## config.mk

```make
export PLATFORM = sky130hd
export DESIGN_NAME = cold_load_inrush_detector
export DESIGN_NICKNAME = d
export VERILOG_FILES = /design/src/design/cold_inrush_pkg.sv /design/src/design/cold_load_inrush_detector.sv
export SDC_FILE = /design/constraint.sdc
export NUM_CORES = 2
export LEC_CHECK = 0
export ABC_AREA = 1
export BUFFER_PORTS_ARGS = -buffer_cell sky130_fd_sc_hd__buf_2
export CORE_UTILIZATION = 35
export DETAILED_ROUTE_END_ITERATION = 6
export SLEW_MARGIN = 10
export SYNTH_ARGS = -nofsm -noshare
export SYNTH_HDL_FRONTEND = slang
export SYNTH_SLANG_ARGS = --single-unit
```

## constraint.sdc

```tcl
create_clock -name clk_sys -period 17.6 [get_ports clk_sys]
set_input_delay 5.28 -clock clk_sys [delete_from_list [all_inputs] [get_ports clk_sys]]
set_output_delay 5.28 -clock clk_sys [all_outputs]
set_load 0.005 [all_outputs]
```

## src/design/cold_inrush_pkg.sv

```systemverilog
// package: widths, reset values and timing constants of the cold load and inrush detector
package cold_inrush_pkg;
	// current values are multiples of the mode base with eight fraction bits
	localparam int CUR_W = 16;
	localparam int CUR_FRAC = 8;
	localparam int BASE_W = 16;
	localparam int PRIM_W = 24;
	localparam int PCT_W = 8;
	localparam int MS_W = 16;
	localparam int PHASES = 3;

	// clock and timing figures
	localparam int CLK_HZ = 125_000_000;
	localparam int MS_PER_S = 1000;
	localparam int MS_CYCLES = CLK_HZ / MS_PER_S;
	localparam int START_WINDOW_MS = 80;
	localparam int FUND_CYCLE_MS = 20;

	// setting reset values
	localparam logic [MS_W-1:0] HOLD_RST = 16'h03E8;
	localparam logic [CUR_W-1:0] IDLE_RST = 16'h0020;
	localparam logic [CUR_W-1:0] PICK_RST = 16'h0080;
	localparam logic [PCT_W-1:0] HARM_RST = 8'h14;

	// sequence of the detector
	typedef enum logic [2:0] {
		stWaitIdle,
		stIdle,
		stRise,
		stActive,
		stTimeout
	} det_state_t;

	// editable settings, loaded together under password
	typedef struct packed {
		logic [MS_W-1:0] holdLimitTime;
		logic [CUR_W-1:0] idleCurrentLevel;
		logic [CUR_W-1:0] pickupLevel;
		logic [PCT_W-1:0] harmonicRatioThreshold;
	} settings_t;

	// status of one detection: start while active, trip on timeout
	typedef struct packed {
		logic start;
		logic trip;
	} det_status_t;
endpackage

```

## src/design/cold_load_inrush_detector.sv

```systemverilog
// cold load pick-up and magnetising inrush detector with matrix routing
//
// Contract
// cold load needs idle, then pick-up within 80ms
// detection holds until max time or current drop
// both detections feed output and blocking matrices
// virtual outputs select alternate setting group
// inrush needs cold start plus harmonic ratio
// harmonic threshold percent, compared per phase
// zero threshold makes inrush equal cold load
// inrush starts on rise, continues on harmonic
// supervised value is largest phase current
// settings in base multiples, amperes readable
// lingering between idle and pick-up blocks detection
// status start while active, trip on timeout
// settings change only with valid password
// start window timed from first update after idle
// reset clears all, fresh idle required; settings reload their reset values instead
module cold_load_inrush_detector #(
	parameter int MS_CYCLES = cold_inrush_pkg::MS_CYCLES,
	parameter int FUND_CYCLE_MS = cold_inrush_pkg::FUND_CYCLE_MS,
	parameter int STAGES = 8,
	parameter int VOUTS = 6
) (
	// clock and reset
	input wire logic clk_sys,
	input wire logic rst_b,
	// measurement path
	input wire logic measUpdate,
	input wire logic [cold_inrush_pkg::PHASES-1:0][cold_inrush_pkg::CUR_W-1:0] phaseCurrent,
	input wire logic [cold_inrush_pkg::PHASES-1:0][cold_inrush_pkg::PCT_W-1:0] secondHarmonicRatio,
	input wire logic [cold_inrush_pkg::BASE_W-1:0] modeCurrentBase,
	// settings write
	input wire logic settingsWrite,
	input wire logic passwordValid,
	input wire cold_inrush_pkg::settings_t settingsIn,
	// matrix configuration
	input wire logic [STAGES-1:0] coldBlockMask,
	input wire logic [STAGES-1:0] inrushBlockMask,
	input wire logic [VOUTS-1:0] coldVoutMask,
	input wire logic [VOUTS-1:0] inrushVoutMask,
	input wire logic [VOUTS-1:0] groupSelectMask,
	// detection and status
	output logic coldDetect,
	output logic inrushDetect,
	output cold_inrush_pkg::det_status_t coldLoadStatus,
	output cold_inrush_pkg::det_status_t inrushStatus,
	// readable values
	output logic [cold_inrush_pkg::CUR_W-1:0] peakPhaseCurrent,
	output logic [cold_inrush_pkg::PRIM_W-1:0] pickupPrimary,
	output logic [cold_inrush_pkg::PRIM_W-1:0] idlePrimary,
	output cold_inrush_pkg::settings_t settingsOut,
	// matrix outputs
	output logic [STAGES-1:0] stageBlock,
	output logic [VOUTS-1:0] virtualOut,
	output logic altSettingGroup
);
	localparam int TICK_W = $clog2(MS_CYCLES + 1);
	localparam int PROD_W = cold_inrush_pkg::CUR_W + cold_inrush_pkg::BASE_W;
	localparam logic [TICK_W-1:0] TICK_LAST = TICK_W'(MS_CYCLES - 1);
	localparam logic [cold_inrush_pkg::MS_W-1:0] WINDOW_MS =
		cold_inrush_pkg::MS_W'(cold_inrush_pkg::START_WINDOW_MS);
	localparam logic [cold_inrush_pkg::MS_W-1:0] CYCLE_MS =
		cold_inrush_pkg::MS_W'(FUND_CYCLE_MS);

	//////////////////////////////////////////////////////////////////////////////
	// reset release through two flip-flops
	logic rstMeta;
	logic rstSyncB;

	always_ff @(posedge clk_sys or negedge rst_b) begin
		if (!rst_b) begin
			rstMeta <= 1'b0;
			rstSyncB <= 1'b0;
		end else begin
			rstMeta <= 1'b1;
			rstSyncB <= rstMeta;
		end
	end

	//////////////////////////////////////////////////////////////////////////////
	// settings
	cold_inrush_pkg::settings_t settings_reg;
	cold_inrush_pkg::settings_t settings_next;
	wire settingsLoad = settingsWrite & passwordValid;

	// password gated load
	assign settings_next = settingsLoad ? settingsIn : settings_reg;

	always_ff @(posedge clk_sys or negedge rstSyncB) begin
		if (!rstSyncB) begin
			settings_reg <= '{holdLimitTime: cold_inrush_pkg::HOLD_RST,
				idleCurrentLevel: cold_inrush_pkg::IDLE_RST,
				pickupLevel: cold_inrush_pkg::PICK_RST,
				harmonicRatioThreshold: cold_inrush_pkg::HARM_RST};
		end else begin
			settings_reg <= settings_next;
		end
	end

	//////////////////////////////////////////////////////////////////////////////
	// supervised value and per phase harmonic compare
	logic [cold_inrush_pkg::CUR_W-1:0] peak01;
	logic [cold_inrush_pkg::CUR_W-1:0] peakNow;
	logic [cold_inrush_pkg::PHASES-1:0] harmAbove;

	// largest of the three phases
	assign peak01 = (phaseCurrent[0] > phaseCurrent[1]) ? phaseCurrent[0] : phaseCurrent[1];
	assign peakNow = (peak01 > phaseCurrent[2]) ? peak01 : phaseCurrent[2];

	// ratio in percent against threshold, each phase
	for (genvar p = 0; p < cold_inrush_pkg::PHASES; p++) begin : g_harm
		assign harmAbove[p] = secondHarmonicRatio[p] > settings_reg.harmonicRatioThreshold;
	end

	wire allBelowIdle = peakNow < settings_reg.idleCurrentLevel;
	wire abovePickup = peakNow > settings_reg.pickupLevel;
	wire belowPickup = peakNow < settings_reg.pickupLevel;
	wire anyHarm = |harmAbove;
	wire harmOff = settings_reg.harmonicRatioThreshold == '0;

	//////////////////////////////////////////////////////////////////////////////
	// millisecond timebase, restarted on every state change
	cold_inrush_pkg::det_state_t state_reg;
	cold_inrush_pkg::det_state_t state_next;
	logic [TICK_W-1:0] tick_reg;
	logic [TICK_W-1:0] tick_next;
	logic [cold_inrush_pkg::MS_W-1:0] ms_reg;
	logic [cold_inrush_pkg::MS_W-1:0] ms_next;

	wire stateChange = state_next != state_reg;
	wire tickWrap = tick_reg == TICK_LAST;
	wire msSat = ms_reg == '1;

	assign tick_next = (stateChange || tickWrap) ? '0 : tick_reg + 1'b1;
	assign ms_next = stateChange ? '0 : (tickWrap && !msSat) ? ms_reg + 1'b1 : ms_reg;

	wire windowOver = ms_reg >= WINDOW_MS;
	wire holdOver = ms_reg >= settings_reg.holdLimitTime;
	wire firstCycleDone = ms_reg >= CYCLE_MS;

	//////////////////////////////////////////////////////////////////////////////
	// detection sequence
	always_comb begin
		state_next = state_reg;
		case (state_reg)
			// fresh idle interval before any detection
			cold_inrush_pkg::stWaitIdle: begin
				if (measUpdate && allBelowIdle) begin
					state_next = cold_inrush_pkg::stIdle;
				end
			end
			// window starts at first update leaving idle
			cold_inrush_pkg::stIdle: begin
				if (measUpdate && !allBelowIdle) begin
					state_next = abovePickup ? cold_inrush_pkg::stActive : cold_inrush_pkg::stRise;
				end
			end
			// pick-up reached inside the start window
			cold_inrush_pkg::stRise: begin
				if (windowOver) begin
					// lingered too long, abandon this rise
					state_next = cold_inrush_pkg::stWaitIdle;
				end else if (measUpdate && abovePickup) begin
					state_next = cold_inrush_pkg::stActive;
				end else if (measUpdate && allBelowIdle) begin
					state_next = cold_inrush_pkg::stIdle;
				end
			end
			// ends on max time or drop below pick-up
			cold_inrush_pkg::stActive: begin
				if (measUpdate && belowPickup) begin
					state_next = cold_inrush_pkg::stWaitIdle;
				end else if (holdOver) begin
					state_next = cold_inrush_pkg::stTimeout;
				end
			end
			cold_inrush_pkg::stTimeout: begin
				if (measUpdate && belowPickup) begin
					state_next = cold_inrush_pkg::stWaitIdle;
				end
			end
			default: state_next = cold_inrush_pkg::stWaitIdle;
		endcase
	end

	always_ff @(posedge clk_sys or negedge rstSyncB) begin
		if (!rstSyncB) begin
			state_reg <= cold_inrush_pkg::stWaitIdle;
			tick_reg <= '0;
			ms_reg <= '0;
		end else begin
			state_reg <= state_next;
			tick_reg <= tick_next;
			ms_reg <= ms_next;
		end
	end

	//////////////////////////////////////////////////////////////////////////////
	// inrush qualification: once released after the first cycle it stays off for the rest of the active state
	logic inrushHeld_reg;
	logic inrushHeld_next;
	wire nextActive = state_next == cold_inrush_pkg::stActive;
	wire nextTimeout = state_next == cold_inrush_pkg::stTimeout;
	wire inActive = state_reg == cold_inrush_pkg::stActive;

	// kept past first cycle only with harmonic or a zero threshold
	assign inrushHeld_next = !inActive ? 1'b1 :
		(firstCycleDone && !anyHarm && !harmOff) ? 1'b0 : inrushHeld_reg;

	// cold start condition plus harmonic qualification
	// zero threshold never releases
	// the timer still shows the previous state on entry, so entry counts as inside the first cycle
	wire inrushNext = nextActive && inrushHeld_next &&
		(harmOff || !inActive || !firstCycleDone || anyHarm);
	wire inrushTripNext = nextTimeout && inrushHeld_next;

	always_ff @(posedge clk_sys or negedge rstSyncB) begin
		if (!rstSyncB) begin
			inrushHeld_reg <= 1'b1;
		end else begin
			inrushHeld_reg <= inrushHeld_next;
		end
	end

	//////////////////////////////////////////////////////////////////////////////
	// matrices
	logic [STAGES-1:0] blockNext;
	logic [VOUTS-1:0] voutNext;

	// both detections feed the blocking matrix
	assign blockNext = ({STAGES{nextActive}} & coldBlockMask) |
		({STAGES{inrushNext}} & inrushBlockMask);
	// and the output matrix virtual outputs
	assign voutNext = ({VOUTS{nextActive}} & coldVoutMask) |
		({VOUTS{inrushNext}} & inrushVoutMask);

	//////////////////////////////////////////////////////////////////////////////
	// primary scaled settings
	logic [PROD_W-1:0] pickProd;
	logic [PROD_W-1:0] idleProd;

	// base multiple times base in amperes
	assign pickProd = PROD_W'(settings_reg.pickupLevel) * PROD_W'(modeCurrentBase);
	assign idleProd = PROD_W'(settings_reg.idleCurrentLevel) * PROD_W'(modeCurrentBase);

	//////////////////////////////////////////////////////////////////////////////
	// registered outputs
	always_ff @(posedge clk_sys or negedge rstSyncB) begin
		if (!rstSyncB) begin
			coldDetect <= 1'b0;
			inrushDetect <= 1'b0;
			coldLoadStatus <= '0;
			inrushStatus <= '0;
			stageBlock <= '0;
			virtualOut <= '0;
			altSettingGroup <= 1'b0;
		end else begin
			coldDetect <= nextActive;
			inrushDetect <= inrushNext;
			// start while active, trip on timeout
			coldLoadStatus <= '{start: nextActive, trip: nextTimeout};
			inrushStatus <= '{start: inrushNext, trip: inrushTripNext};
			stageBlock <= blockNext;
			virtualOut <= voutNext;
			// virtual outputs switch setting group
			altSettingGroup <= |(voutNext & groupSelectMask);
		end
	end

	// readable values
	always_ff @(posedge clk_sys or negedge rstSyncB) begin
		if (!rstSyncB) begin
			peakPhaseCurrent <= '0;
			pickupPrimary <= '0;
			idlePrimary <= '0;
			settingsOut <= '0;
		end else begin
			peakPhaseCurrent <= peakNow;
			pickupPrimary <= pickProd[cold_inrush_pkg::CUR_FRAC +: cold_inrush_pkg::PRIM_W];
			idlePrimary <= idleProd[cold_inrush_pkg::CUR_FRAC +: cold_inrush_pkg::PRIM_W];
			settingsOut <= settings_next;
		end
	end
endmodule

```

==> summary.md <==
| Metric | Value |
|---|---|
| Sequential area share after synthesis | 17.7% |
| Post-layout min period | 11.46 ns |
| Actual slew at the worst max-slew pin | 1.08 ns |
| Cell family with most CP delay | simple AND/OR/NAND/NOR gates |
| ANT nets after route | 0 |
| Detailed-route via count | 21,000 |
| Hold Crit Class | flop to flop |
| First-pass DRT Iterations | 5 |
| CP Data Required Time | 17.95 ns |
| Worst Reg-to-Reg Cells | 27 |
| Distinct cells, synth | 54 |
| WHS Path Cells | 0 |
| Area growth from synthesis to layout | 10.4% |
| Worst setup SP type | input pin |
| R2r startpoint | settingsOut[16]$_DFFE_PN0P_ |
| Run status | finished, final reports clean |
| Largest net degree at the start of global routing | 82 |
| TNS Setup | 0 ns |
| Rel. slew slack | 28.2% |
| Global-route wire length before repair | 117 mm |
| RSZ-0062 raised after global routing | no |
| Port bufs | 323 |
| CTS tree | yes |
| Final period utilization | 65.1% |
| Crit path largest cell delay | 0.84 ns |
| Pins Over Slew Limit | 0 |
| Commonest non-fill, non-tap cell in the layout | inv_1 |
| Filler cells | 7,679 |
| Worst-path fanout max | 32 |
| Max reg flops | 56 |
| Hold EP | rstSyncB$_DFF_PN0_ |
| Final HPWL DP | 57.8 mm |
| Remaining DRCs | 0 |
| Yosys Warn Count | 0 |
| Overflow after GRT | 0 |
| NumNets Final | 4,335 |
| Fraction of layout cells with a size suffix above 1 | 12.6% |
| Via density | 4.73 |
| Syn avg cell area | 8.15 sq um |
| Final Hold Fails | 0 |
| Vias in the first global route | 22,000 |
| Die X-Extent | 278 microns |
| Cts hold-fix bufs | 0 |
| CP arrival | 11.82 ns |
| Cell Area, Synth | 0.0267 sq mm |
| Clock Skews | 0.0223 ns |
| Slowest cell on the critical path | a2111oi_0 |
| Worst Path Buf+Inv | 3 |
| Max Cap Viol | 0 |
| Most used cell along the critical path | nand2_1 |
| Hold Path Origin | rstMeta$_DFF_PN0_ |
| Utilization after layout | 39.3% |
| Number of H-tree levels | 4 |
| Post-CTS Setup Inserts | 0 |
| Syn_nets | 4,149 |
| R2R Setup Slk | 10.88 ns |
| R2R Path End | pickupPrimary[22]$_DFF_PN0_ |
| DRT iter0 DRCs | 1,009 |
| Maximum clock rate | 87.2 MHz |
| Footprint of the multi-input gates | 0.0180 sq mm |
| Clock Tree Buf Depth | 2 |
| Syn Inst Count | 3,272 |
| Core Region | 0.0749 sq mm |
| Clock latency on the worst-skew pair | 0.50 ns |
| Tot GR Track Use | 19.4% |
| Most frequent cells in the layout | 823 x inv_1, 729 x nand2_1, 386 x fa_1, 323 x buf_2, 308 x ha_1 |
| Crit end category | flop |
| Worst-path clk slew | 0.09 ns |
| EDFF count, synth | 0 |
| Root Driver | clkbuf_16 |
| CTS buffer count | 17 |
| Die Y | 278 microns |
| Top reg by flops | settingsOut |
| Primary FF master, synth | dfrtp_1 |
| Initial antenna violation count | 9 |
| Wire per inst | 16.3 microns |
| Full die area | 0.0773 sq mm |
| Initial Util | 35.6% |
| Asr flop ratio synth | 100% |
| Row cnt | 100 |
| GPL Wtd Cong | 0.840 |
| Boundary Pins | 324 |
| Clk sink count | 188 |
| Reg area | 0.00472 sq mm |
| Final WL | 72.4 mm |
| Crit path kind | input pin to flop |
| Setup violators final | 0 |
| Regs by FF count | settingsOut: 56 flops, idlePrimary: 24 flops, pickupPrimary: 24 flops |
| Yosys reg bits | 188 |
| Cts repair resizes | 0 |
[cells in the mapped netlist (all sizes together) (2+ instances only)]
| cell type | count | share of area [%] |
|---|---|---|
| a211oi | 6 | 0.17 |
| a21boi | 4 | 0.11 |
| a21o | 4 | 0.11 |
| a21oi | 170 | 3.2 |
| a221oi | 3 | 0.099 |
| a31oi | 3 | 0.070 |
| a41oi | 3 | 0.099 |
| buf | 56 | 1.5 |
| clkbuf | 125 | 1.8 |
| dfrtp | 177 | 17 |
| dfstp | 11 | 1.1 |
| fa | 386 | 29 |
| ha | 308 | 14 |
| inv | 828 | 12 |
| mux2 | 4 | 0.17 |
| nand2 | 736 | 10 |
| nand3 | 45 | 0.91 |
| nand4 | 19 | 0.45 |
| nor2 | 177 | 2.6 |
| nor3 | 31 | 0.77 |
| nor4 | 11 | 0.26 |
| o211ai | 4 | 0.11 |
| o21a | 5 | 0.14 |
| o21ai | 60 | 1.1 |
| o21bai | 4 | 0.11 |
| o221ai | 2 | 0.066 |
| o22ai | 4 | 0.094 |
| o41ai | 3 | 0.099 |
| or2 | 2 | 0.047 |
| xnor2 | 20 | 0.66 |
| xor2 | 52 | 1.8 |
[layout make-up]
type,instances,share of cell area (%)
diodes,4,0.0340
well taps,969,4.12
flip-flops and latches,188,16.0
inverters,829,10.6
clock buffers,17,1.44
multi-input cells,2074,61.0
repair buffers,348,6.13
clock inverters,15,0.650
[logic make-up after synthesis]
logic type                 synth area share (%)
and+or+nand+nor                            15.5
buffers and inverters                      15.0
adders and majority gates                  43.4
AOI/OAI and AO/OA                          5.78
DFF                                        17.7
xor gates and xnor gates                   2.43
muxes                                     0.169
other                                    0.0141
[how the worst max path moves through the flow]
| stage | start | endpoint | slack (ns) | cells past startpoint |
|---|---|---|---|---|
| 2_1_floorplan | modeCurrentBase[1] | pickupPrimary[22]$_DFF_PN0_ | 6.63 | 29 |
| 5_1_grt | phaseCurrent[19] | virtualOut[4]$_DFF_PN0_ | 5.38 | 34 |
| 4_1_cts | phaseCurrent[5] | virtualOut[4]$_DFF_PN0_ | 6.24 | 33 |
| 6_report | phaseCurrent[5] | virtualOut[4]$_DFF_PN0_ | 6.14 | 33 |
| 3_5_place_dp | phaseCurrent[5] | virtualOut[4]$_DFF_PN0_ | 5.69 | 33 |
| 3_3_place_gp | phaseCurrent[18] | virtualOut[4]$_DFF_PN0_ | 5.80 | 34 |
[metal layers]
metal / global-route usage (%) / wire length, microns
met1: 24.8 / 31200
met2: 33.9 / 35900
met3: 3.53 / 4010
met5: 0 / 48
met4: 4.77 / 1290
[stage by stage]
stage,area (sq um),cells,setup slack [ns],hold WS (ns)
4_1_cts,29400,4440,6.24,0.358
6_report,29500,4444,6.14,0.354
5_1_grt,29400,4442,5.38,0.362
3_5_place_dp,28800,4408,5.69,0.339
3_3_place_gp,28800,4408,5.80,0.335
2_1_floorplan,26700,3272,6.63,0.331
[worst reg2reg max path: stages, from the launching register on]
cell      delay, ns
dfrtp_1        0.92
nand2_1        0.21
fa_1           0.56
inv_1          0.05
fa_1           0.52
inv_1          0.05
fa_1           0.50
inv_1          0.05
fa_1           0.47
inv_1          0.05
fa_1           0.52
inv_1          0.06
fa_1           0.49
ha_1           0.36
nand2_1        0.08
inv_1          0.05
a221oi_1       0.24
o21ai_0        0.12
a21oi_1        0.24
o21ai_0        0.19
nand3_1        0.11
nand2_1        0.12
nand2_1        0.09
nand2_1        0.07
nand3_1        0.07
nand2_1        0.10
a41oi_1        0.20
xor2_1         0.17
Power is left out: the tool's default activity adds up to more than one toggle a clock period on the data nets, which glitch-free logic cannot reach.
